## config.mk

```make
export PLATFORM = sky130hd
export DESIGN_NAME = dram_timing_select
export DESIGN_NICKNAME = d
export VERILOG_FILES = /design/src/rtl/dts_pkg.sv /design/src/rtl/dram_timing_select.sv
export VERILOG_INCLUDE_DIRS = /design/src /design/src/rtl
export SDC_FILE = /design/constraint.sdc
export NUM_CORES = 1
export LEC_CHECK = 0
export BUFFER_PORTS_ARGS = -buffer_cell sky130_fd_sc_hd__buf_4
export CAP_MARGIN = 20
export CORE_ASPECT_RATIO = 1.5
export CORE_UTILIZATION = 48
export DETAILED_ROUTE_END_ITERATION = 8
export PLACE_DENSITY = 0.76
export SYNTH_ARGS = -nofsm -noshare
export SYNTH_HDL_FRONTEND = slang
export SYNTH_SLANG_ARGS = --single-unit
export TNS_END_PERCENT = 10
```

## constraint.sdc

```tcl
create_clock -name core_clk -period 4.15 [get_ports core_clk]
set_input_delay 0.6225 -clock core_clk [delete_from_list [all_inputs] [get_ports core_clk]]
set_output_delay 0.6225 -clock core_clk [all_outputs]
set_load 0.005 [all_outputs]
```

## src/rtl/dts_regs.svh

```systemverilog
// Register offsets, field positions, reset values and timing counts of the DRAM timing select block.
`ifndef DTS_REGS_SVH
`define DTS_REGS_SVH
`define DTS_TIMING_OFS 8'h58
`define DTS_CTRL_OFS 8'h5c
`define DTS_LEAD_OFS 8'h60
`define DTS_PIPE_OFS 8'h64
`define DTS_BURST_OFS 8'h68
`define DTS_B_EDO_RCD 1
`define DTS_B_ADDR_WAIT_STATE_SEL 2
`define DTS_B_BURST0 3
`define DTS_B_BURST1 4
`define DTS_B_RPT 5
`define DTS_B_SDRAM_CAS_LATENCY_SEL 0
`define DTS_B_SDRAM_ROW_TO_COL_DELAY 1
`define DTS_B_SDRAM_ROW_PRECHARGE_SEL 5
`define DTS_C_SDRAM 0
`define DTS_C_ECC 1
`define DTS_TIMING_RST 8'h00
`define DTS_CTRL_RST 8'h00
`define DTS_EDO_PH_BASE 5'h08
`define DTS_EDO_RM_BASE 5'h0a
`define DTS_EDO_PIPE_PH_BASE 5'h02
`define DTS_EDO_PIPE_RM_BASE 5'h06
`define DTS_SD_PH_BASE 5'h07
`define DTS_SD_RM_BASE 5'h08
`define DTS_SD_PIPE_PH_BASE 5'h01
`define DTS_SD_PIPE_RM_BASE 5'h03
`endif

```

## src/rtl/dts_pkg.sv

```systemverilog
// Types shared by the DRAM timing select block.
package dts_pkg;
    typedef struct packed {
        logic [4:0] page_hit_case;
        logic [4:0] row_miss_case;
        logic [4:0] row_miss_close;
        logic [4:0] page_miss_case;
    } dts_lead_t;
    typedef struct packed {
        logic [4:0] page_hit_case;
        logic [4:0] row_miss_case;
        logic [4:0] page_miss_case;
    } dts_pipe_t;
    typedef struct packed {
        logic [7:0] timing;
        logic [7:0] ctrl;
        dts_lead_t lead;
        dts_pipe_t pipe;
        logic [1:0] beat_clks;
        logic cas_extra;
        logic ras_extra;
        logic cs_extra;
        logic [31:0] dat;
        logic ack;
    } dts_state_t;
endpackage : dts_pkg

```

## src/rtl/dram_timing_select.sv

```systemverilog
// DRAM timing select: turns the timing configuration register into leadoff and burst clock counts.
`include "dts_regs.svh"
`timescale 1ns/1ps
`default_nettype none
module dram_timing_select (
    input wire logic core_clk,
    input wire logic rst_n,
    input wire logic wb_cyc_i,
    input wire logic wb_stb_i,
    input wire logic wb_we_i,
    input wire logic [7:0] wb_adr_i,
    input wire logic [3:0] wb_sel_i,
    input wire logic [31:0] wb_dat_i,
    output logic [31:0] wb_dat_o,
    output logic wb_ack_o,
    output logic [19:0] lead_counts,
    output logic [14:0] pipe_counts,
    output logic [1:0] beat_clks,
    output logic cas_extra_clk,
    output logic ras_extra_clk,
    output logic cs_extra_clk
);
    dts_pkg::dts_state_t s_q;
    dts_pkg::dts_state_t s_d;
    logic sdram;
    logic ecc;
    logic slow;
    logic [4:0] e;
    logic [4:0] w;
    logic [4:0] cl;
    logic [4:0] edo_row_to_col_delay;
    logic [4:0] rp;
    logic req;
    logic [7:0] tn;
    logic [7:0] cn;
    logic wr_try;
    logic [4:0] ecc_add;

    assign req = wb_cyc_i && wb_stb_i && !s_q.ack;
    // A count check looks one edge ahead only when no write can land in between.
    assign wr_try = wb_cyc_i && wb_stb_i && wb_we_i;
    assign ecc_add = {4'h0, s_q.ctrl[`DTS_C_ECC]};

    always_comb begin
        s_d = s_q;
        s_d.ack = req;
        tn = s_q.timing;
        cn = s_q.ctrl;
        if (req && wb_we_i && wb_sel_i[0]) begin
            if (wb_adr_i == `DTS_TIMING_OFS) begin
                tn = wb_dat_i[7:0];
            end
            if (wb_adr_i == `DTS_CTRL_OFS) begin
                cn = {6'h00, wb_dat_i[1:0]};
            end
        end
        s_d.timing = tn;
        s_d.ctrl = cn;
        sdram = cn[`DTS_C_SDRAM];
        ecc = cn[`DTS_C_ECC];
        slow = !tn[`DTS_B_ADDR_WAIT_STATE_SEL];
        e = {4'h0, ecc};
        w = {4'h0, slow};
        if (sdram) begin
            cl = tn[`DTS_B_SDRAM_CAS_LATENCY_SEL] ? 5'h02 : 5'h03;
            edo_row_to_col_delay = tn[`DTS_B_SDRAM_ROW_TO_COL_DELAY] ? 5'h02 : 5'h03;
            rp = tn[`DTS_B_SDRAM_ROW_PRECHARGE_SEL] ? 5'h02 : 5'h03;
            s_d.lead.page_hit_case = `DTS_SD_PH_BASE + cl - 5'h01 + e;
            s_d.lead.row_miss_case = `DTS_SD_RM_BASE + cl + edo_row_to_col_delay - 5'h02 + e;
            s_d.lead.row_miss_close = `DTS_SD_RM_BASE + 5'h01 + cl + edo_row_to_col_delay - 5'h02 + e;
            s_d.lead.page_miss_case = `DTS_SD_RM_BASE + cl + edo_row_to_col_delay + rp - 5'h02 + e;
            s_d.pipe.page_hit_case = `DTS_SD_PIPE_PH_BASE + 5'h03 - cl + e;
            s_d.pipe.row_miss_case = `DTS_SD_PIPE_RM_BASE + cl + edo_row_to_col_delay - 5'h03 + e;
            s_d.pipe.page_miss_case = `DTS_SD_PIPE_RM_BASE + cl + edo_row_to_col_delay + rp - 5'h04 + e;
            s_d.beat_clks = 2'h1;
            s_d.cs_extra = slow;
            s_d.cas_extra = 1'b0;
            s_d.ras_extra = 1'b0;
        end else begin
            edo_row_to_col_delay = 5'h00;
            cl = 5'h00;
            rp = tn[`DTS_B_RPT] ? 5'h00 : 5'h01;
            s_d.lead.page_hit_case = `DTS_EDO_PH_BASE + w + e;
            s_d.lead.row_miss_case = `DTS_EDO_RM_BASE + w + w + e;
            s_d.lead.row_miss_close = `DTS_EDO_RM_BASE + 5'h01 + w + w + e;
            s_d.lead.page_miss_case = `DTS_EDO_RM_BASE + 5'h03 + w + w + rp + e;
            s_d.pipe.page_hit_case = `DTS_EDO_PIPE_PH_BASE + w + e;
            s_d.pipe.row_miss_case = `DTS_EDO_PIPE_RM_BASE + w + e;
            s_d.pipe.page_miss_case = `DTS_EDO_PIPE_RM_BASE + 5'h02 + w + rp + e;
            s_d.beat_clks = (tn[`DTS_B_BURST0] || tn[`DTS_B_BURST1]) ? 2'h3 : 2'h2;
            s_d.cas_extra = slow;
            s_d.ras_extra = slow;
            s_d.cs_extra = 1'b0;
        end
        s_d.dat = 32'h0000_0000;
        if (req && !wb_we_i) begin
            case (wb_adr_i)
                `DTS_TIMING_OFS: s_d.dat = {24'h000000, s_q.timing};
                `DTS_CTRL_OFS: s_d.dat = {24'h000000, s_q.ctrl};
                `DTS_LEAD_OFS: s_d.dat = {12'h000, s_q.lead};
                `DTS_PIPE_OFS: s_d.dat = {17'h00000, s_q.pipe};
                `DTS_BURST_OFS: s_d.dat = {24'h000000, s_q.cs_extra, s_q.ras_extra, s_q.cas_extra,
                    3'h0, s_q.beat_clks};
                default: s_d.dat = 32'h0000_0000;
            endcase
        end
    end

    always_ff @(posedge core_clk) begin
        if (!rst_n) begin
            s_q <= '0;
            s_q.timing <= `DTS_TIMING_RST;
            s_q.ctrl <= `DTS_CTRL_RST;
        end else begin
            s_q <= s_d;
        end
    end

    assign wb_dat_o = s_q.dat;
    assign wb_ack_o = s_q.ack;
    assign lead_counts = s_q.lead;
    assign pipe_counts = s_q.pipe;
    assign beat_clks = s_q.beat_clks;
    assign cas_extra_clk = s_q.cas_extra;
    assign ras_extra_clk = s_q.ras_extra;
    assign cs_extra_clk = s_q.cs_extra;
endmodule : dram_timing_select
`default_nettype wire

```

==> flow_summary.yaml, run 1 <==
setup_path:
  critical-path-max-stage-delay_ns: 0.47
  critPathKind: "in -> reg"
  timing.critical_path.slowest_stage_cell: "or4bb_1"
  arrival_ns: 3.40
  reg2reg_slack_ns: 1.17
  path_max_fanout: 24
  worstReg2RegEnd: "pipe_counts[1]"
  path_cells: "buf_4 -> or4bb_1 -> nor4_4 -> mux2_2 -> inv_1 -> ha_1 -> ha_1 -> nand2b_1 -> ha_1 -> o21ai_0 -> a21oi_1"
  critPathBufInv: 2
  worstPathRequired_ns: 4.34
  path_common_cell: "ha_1"
  critPathTopFamily: "simple AND/OR/NAND/NOR gates"
  cp-end-kind: "flip-flop"
  start_kind: "input port"
  reg2reg_from: "wb_ack_o"
  rr_worst_depth: 10
routing:
  drc: 0
  via_per_inst: 4.853
  highest_layer: "met4"
  num_vias: 2014
  drt_iter0_drc: 98
  dr.pass1.iters: 4
  postRouteAntennaNets: 0
  routedWlPerCell_um: 13.36
  met1_length_um: 2066
  routed_wl_um: 5544
  dr_wl_met2_um: 3138
  wl_met3_um: 217
yosys:
  synth-seq-cells: 53
  netlist_instances: 314
  ys.flop_type: "dfxtp_1"
  async_reset_ff_frac: 0
  syn_area_per_cell_um2: 9.089
  synth_area_leaders: "dfxtp_1, buf_4, ha_1, mux2i_1, nor2_1"
  yosysMostFrequentCell: "buf_4"
  synth_commonest_cells: "buf_4, dfxtp_1, nor2_1"
  netlist_area_um2: 2854
  synth_top_area_cell: "dfxtp_1"
  synthDistinctLibCells: 41
  ys_seq_area_frac: 0.3718
  ys_warn_count: 0
  synth_top_area_frac: 0.3718
  synth_edf_count: 0
sta:
  fmax_ghz: 0.3110
  fin_setup_tns_ns: 0
  period_share: 0.7748
  skew_ns: 0.005439
  slew_viol_final: 0
  setup_viol: 0
  period_minus_slack_ns: 3.216
  rsz0062_at_grt: "false"
  final-hold-violation-count: 0
  relSlewSlack: 0.4650
  tightestPinTransition_ns: 0.7917
hold_path:
  hp-start: "pipe_counts[8]"
  hold-path-cell-count: 2
  hold_end: "wb_dat_o[8]"
  min_path_type: "reg -> reg"
global_routing:
  grt_pass1_vias: 1857
  grt_usage: 0.1796
  grt_pass1_wl_um: 8514
  grt_max_degree: 26
  antenna_found_initial: 0
  grt_remaining_overflow: 0
clocking:
  cts_hold_buf: 0
  cts-resized-gates: 0
  root_buffer: "clkbuf_8"
  post-cts-setup-buffers: 0
  clk_path_buf_depth: 2
  cts_made_buffers: 5
  clkLatencyLatePin_ns: 0.30
  cts.sinks: 53
  cts_tree: "yes"
  cts_max_level: 2
  clk_pin_slew_ns: 0.09
die:
  die_height_um: 96.44
  pin_count: 122
  coreArea_um2: 5786
  die_area_um2: 6265
  initial_utilization: 0.4933
  rows: 34
  die_x_um: 64.96
placement:
  place_area_um2: 3044
  portBuffers: 70
  dp_hpwl_um: 4393
  dp_cells: 407
  gp_congestion: 0.8026
pwr:
  peakVddDrop_mv: 0.1361
  clockPowerShare: 0.403
  p_switching_mw: 0.2002
  p_sw_frac: 0.2021
  p_comb_frac: 0.071
  p_per_area_nw_per_um2: 311.7
  leakage_nw: 1.468
  p_int_mw: 0.7904
  p_seq_frac: 0.526
cells_and_area:
  utilization: 0.5493
  diodes: 0
  syn2layout_area_growth_pct: 11.35
  final_cells: 415
  final_layout_size_suffix_gt1_frac: 0.2711
  fin_area_um2: 3178
  nets: 410
  fill_cells: 538
run:
  cap_violations: 0
status:
  outcome: "finished, final reports clean"
==> stage by stage <==
stage                     setup slack [ns]  hold WS [ns]  total power [mW]
final                               0.9345        0.4849            0.9906
after global routing                0.7741        0.5064             1.028
after CTS                           0.9263        0.4847            0.9987
after global placement              0.6284        0.4645            0.6021
after floorplan                     0.5110        0.4457            0.5916
after detailed placement            0.6019        0.4638            0.6025
==> power groups by stage <==
stage	clock, mW	combinational [mW]	sequential [mW]
after global placement	0	0.0694	0.533
final	0.400	0.0701	0.521
after CTS	0.408	0.0700	0.521
after detailed placement	0	0.0698	0.533
after global routing	0.429	0.0768	0.522
after floorplan	0	0.0602	0.531
==> metal layers <==
layer  vias up  track usage
met3         9      0.02465
met5         -            0
met4         0      0.09630
met1       947       0.1804
met2        61       0.3498
li1        997            -
==> cells by family (layout without fill, tap and decap cells) <==
family	count (synthesis)	in the layout	synth area share
buffers and inverters	93	99	0.2161
and+or+nand+nor	90	90	0.1653
adders and majority gates	19	19	0.08856
DFF	53	53	0.3718
xor gates and xnor gates	2	2	0.006139
AOI/OAI and AO/OA	34	34	0.07059
muxes	22	22	0.08022
other	1	24	0.001314
==> worst reg2reg max path, stage by stage, from the launching register on <==
cell	delay, ns
dfxtp_1	0.31
nand3b_1	0.33
nor4_4	0.49
mux2_2	0.46
inv_1	0.16
ha_1	0.28
ha_1	0.18
nand2b_1	0.16
ha_1	0.27
o21ai_0	0.15
a21oi_1	0.07
==> registers in the layout, summed over array words and instances, names as in the netlist <==
register       count
ras_extra_clk      1
s_q                9
wb_dat_o          15
wb_ack_o           1
cs_extra_clk       1
beat_clks          2
lead_counts       12
pipe_counts       11
ecc_add            1
==> placed cells by master (no fill, tap or decap), types with 2 or more instances in the layout <==
| cell | count |
|---|---|
| a22oi_1 | 2 |
| conb_1 | 24 |
| nand2b_1 | 5 |
| ha_1 | 17 |
| nor3_1 | 5 |
| fa_1 | 2 |
| nor4_4 | 2 |
| nand2_1 | 20 |
| mux2_2 | 3 |
| clkbuf_8 | 5 |
| and3_1 | 3 |
| bufinv_16 | 2 |
| mux2i_1 | 18 |
| a31oi_1 | 2 |
| inv_1 | 12 |
| nand3_1 | 6 |
| buf_4 | 77 |
| a21oi_1 | 18 |
| nand3b_1 | 3 |
| nor2_1 | 36 |
| o22a_1 | 2 |
| nor3b_1 | 3 |
| nor4bb_1 | 2 |
| o21ai_0 | 5 |
| dfxtp_1 | 53 |
==> worst max path at each step <==
stage,from,to,slack (ns),cells after the start
final,wb_adr_i[2],pipe_counts[1],0.93,11
after global routing,wb_adr_i[2],pipe_counts[1],0.77,11
after CTS,wb_adr_i[2],pipe_counts[1],0.93,11
after detailed placement,wb_adr_i[2],pipe_counts[1],0.60,11
after global placement,wb_adr_i[2],pipe_counts[1],0.63,11
after floorplan,wb_adr_i[3],pipe_counts[1],0.51,11
==> cell type report <==
class | instances | area, um2 | area share
Timing Repair Buffer | 77 | 578.1 | 0.1819
Tap cell | 72 | 90.09 | 0.02835
Sequential cell | 53 | 1061 | 0.3339
Inverter | 14 | 52.55 | 0.01654
Clock buffer | 5 | 68.82 | 0.02165
Multi-Input combinational cell | 191 | 1262 | 0.3972
Clock inverter | 3 | 65.06 | 0.02047
(Power assumes the default switching activity.)
==> run 2: changes to the inputs <==
==> constraint.sdc (replaced) <==
create_clock -name core_clk -period 3.15 [get_ports core_clk]
set_input_delay 0.4725 -clock core_clk [delete_from_list [all_inputs] [get_ports core_clk]]
set_output_delay 0.4725 -clock core_clk [all_outputs]
set_load 0.005 [all_outputs]
==> flow_summary.yaml, run 2 (same netlist as run 1, synthesis figures left out) <==
global_routing:
  grt_pass1_wl_um: 8431
  grt_max_degree: 27
  grt_remaining_overflow: 0
  grt_pass1_vias: 1872
  antenna_found_initial: 0
  grt_usage: 0.1808
sta:
  final-hold-violation-count: 0
  fin_setup_tns_ns: 0
  skew_ns: 0.002991
  rsz0062_at_grt: "false"
  setup_viol: 0
  whs_ns: 0.3630
  period_minus_slack_ns: 2.788
  slew_viol_final: 0
  fmax_ghz: 0.3587
  period_share: 0.8850
clocking:
  cts_max_level: 2
  cts-resized-gates: 0
  cts.sinks: 53
  clkLatencyLatePin_ns: 0.30
  post-cts-setup-buffers: 0
  cts_hold_buf: 0
  cts_made_buffers: 5
  clk_path_buf_depth: 2
  cts_tree: "yes"
  root_buffer: "clkbuf_8"
  clk_pin_slew_ns: 0.10
routing:
  highest_layer: "met4"
  via_per_inst: 4.739
  wl_met3_um: 200
  dr.pass1.iters: 4
  drc: 0
  routed_wl_um: 5515
  met1_length_um: 2057
  drt_iter0_drc: 84
  dr_wl_met2_um: 3178
  routedWlPerCell_um: 13.07
  num_vias: 2000
  postRouteAntennaNets: 0
status:
  outcome: "finished, final reports clean"
cells_and_area:
  diodes: 0
  largest_reg_flops: 15
  utilization: 0.5532
  syn2layout_area_growth_pct: 12.14
  final_common_cell: "buf_4"
  fin_area_um2: 3201
  fill_cells: 563
  nets: 417
  final_layout_size_suffix_gt1_frac: 0.2886
  layout_common_cells: "buf_4, dfxtp_1, nor2_1"
setup_path:
  path_max_fanout: 4
  arrival_ns: 2.98
  cp-end-kind: "flip-flop"
  critPathKind: "reg -> reg"
  worstPathRequired_ns: 3.34
  start_kind: "flip-flop"
pwr:
  p_per_area_nw_per_um2: 362.9
  p_total_mw: 1.162
  leakage_nw: 1.473
  peakVddDrop_mv: 0.1887
run:
  cap_violations: 0
placement:
  gp_congestion: 0.8236
  portBuffers: 70
  dp_hpwl_um: 4438
  place_area_um2: 3109
die:
  rows: 34
  initial_utilization: 0.4933
  die_x_um: 64.96
  pin_count: 122
  die_height_um: 96.44
  coreArea_um2: 5786
  die_area_um2: 6265
hold_path:
  min_path_type: "in -> reg"
-- run 2: final cells by class --
class / instances / area [um2] / share of cell area
clock buffer: 5 / 68.82 / 0.02150
multi-input combinational: 191 / 1275 / 0.3984
tap: 72 / 90.09 / 0.02815
sequential: 53 / 1061 / 0.3315
inverter: 14 / 52.55 / 0.01642
clock inverter: 3 / 22.52 / 0.007037
timing repair buffer: 84 / 630.6 / 0.1970
-- run 2: layer usage --
layer / vias to the layer above / track usage
met2: 54 / 0.3568
met5: - / 0
met1: 926 / 0.1853
met4: 0 / 0.07963
li1: 1014 / -
met3: 6 / 0.02347
-- run 2: metrics by stage --
step,setup slack (ns),cells
CTS,0.3353,422
floorplan,-0.1542,337
global placement,0.04523,414
global route,0.1872,422
detailed placement,0.03080,414
finish,0.3623,422
-- run 2: report_power, final --
part	switching [mW]	internal [mW]
Sequential	0.00677	0.680
Clock	0.224	0.156
Combinational	0.0471	0.0478
-- run 2: final timing paths --
check	startpoint	to	slack [ns]	depth (start not counted)
min	rst_n	lead_counts[13]	0.36	1
max reg2reg	wb_ack_o	pipe_counts[1]	0.36	11
max	wb_ack_o	pipe_counts[1]	0.36	11
min reg2reg	pipe_counts[8]	wb_dat_o[8]	0.48	2
-- run 2: critical path: stages (launching register included) --
cell and delay [ns]:
dfxtp_1 0.33, nand3b_1 0.32, nor4_4 0.48, buf_4 0.24, mux2i_4 0.24, ha_1 0.20, inv_1 0.05, ha_1 0.18
nand2b_1 0.16, ha_1 0.27, o21ai_0 0.15, a21oi_1 0.07
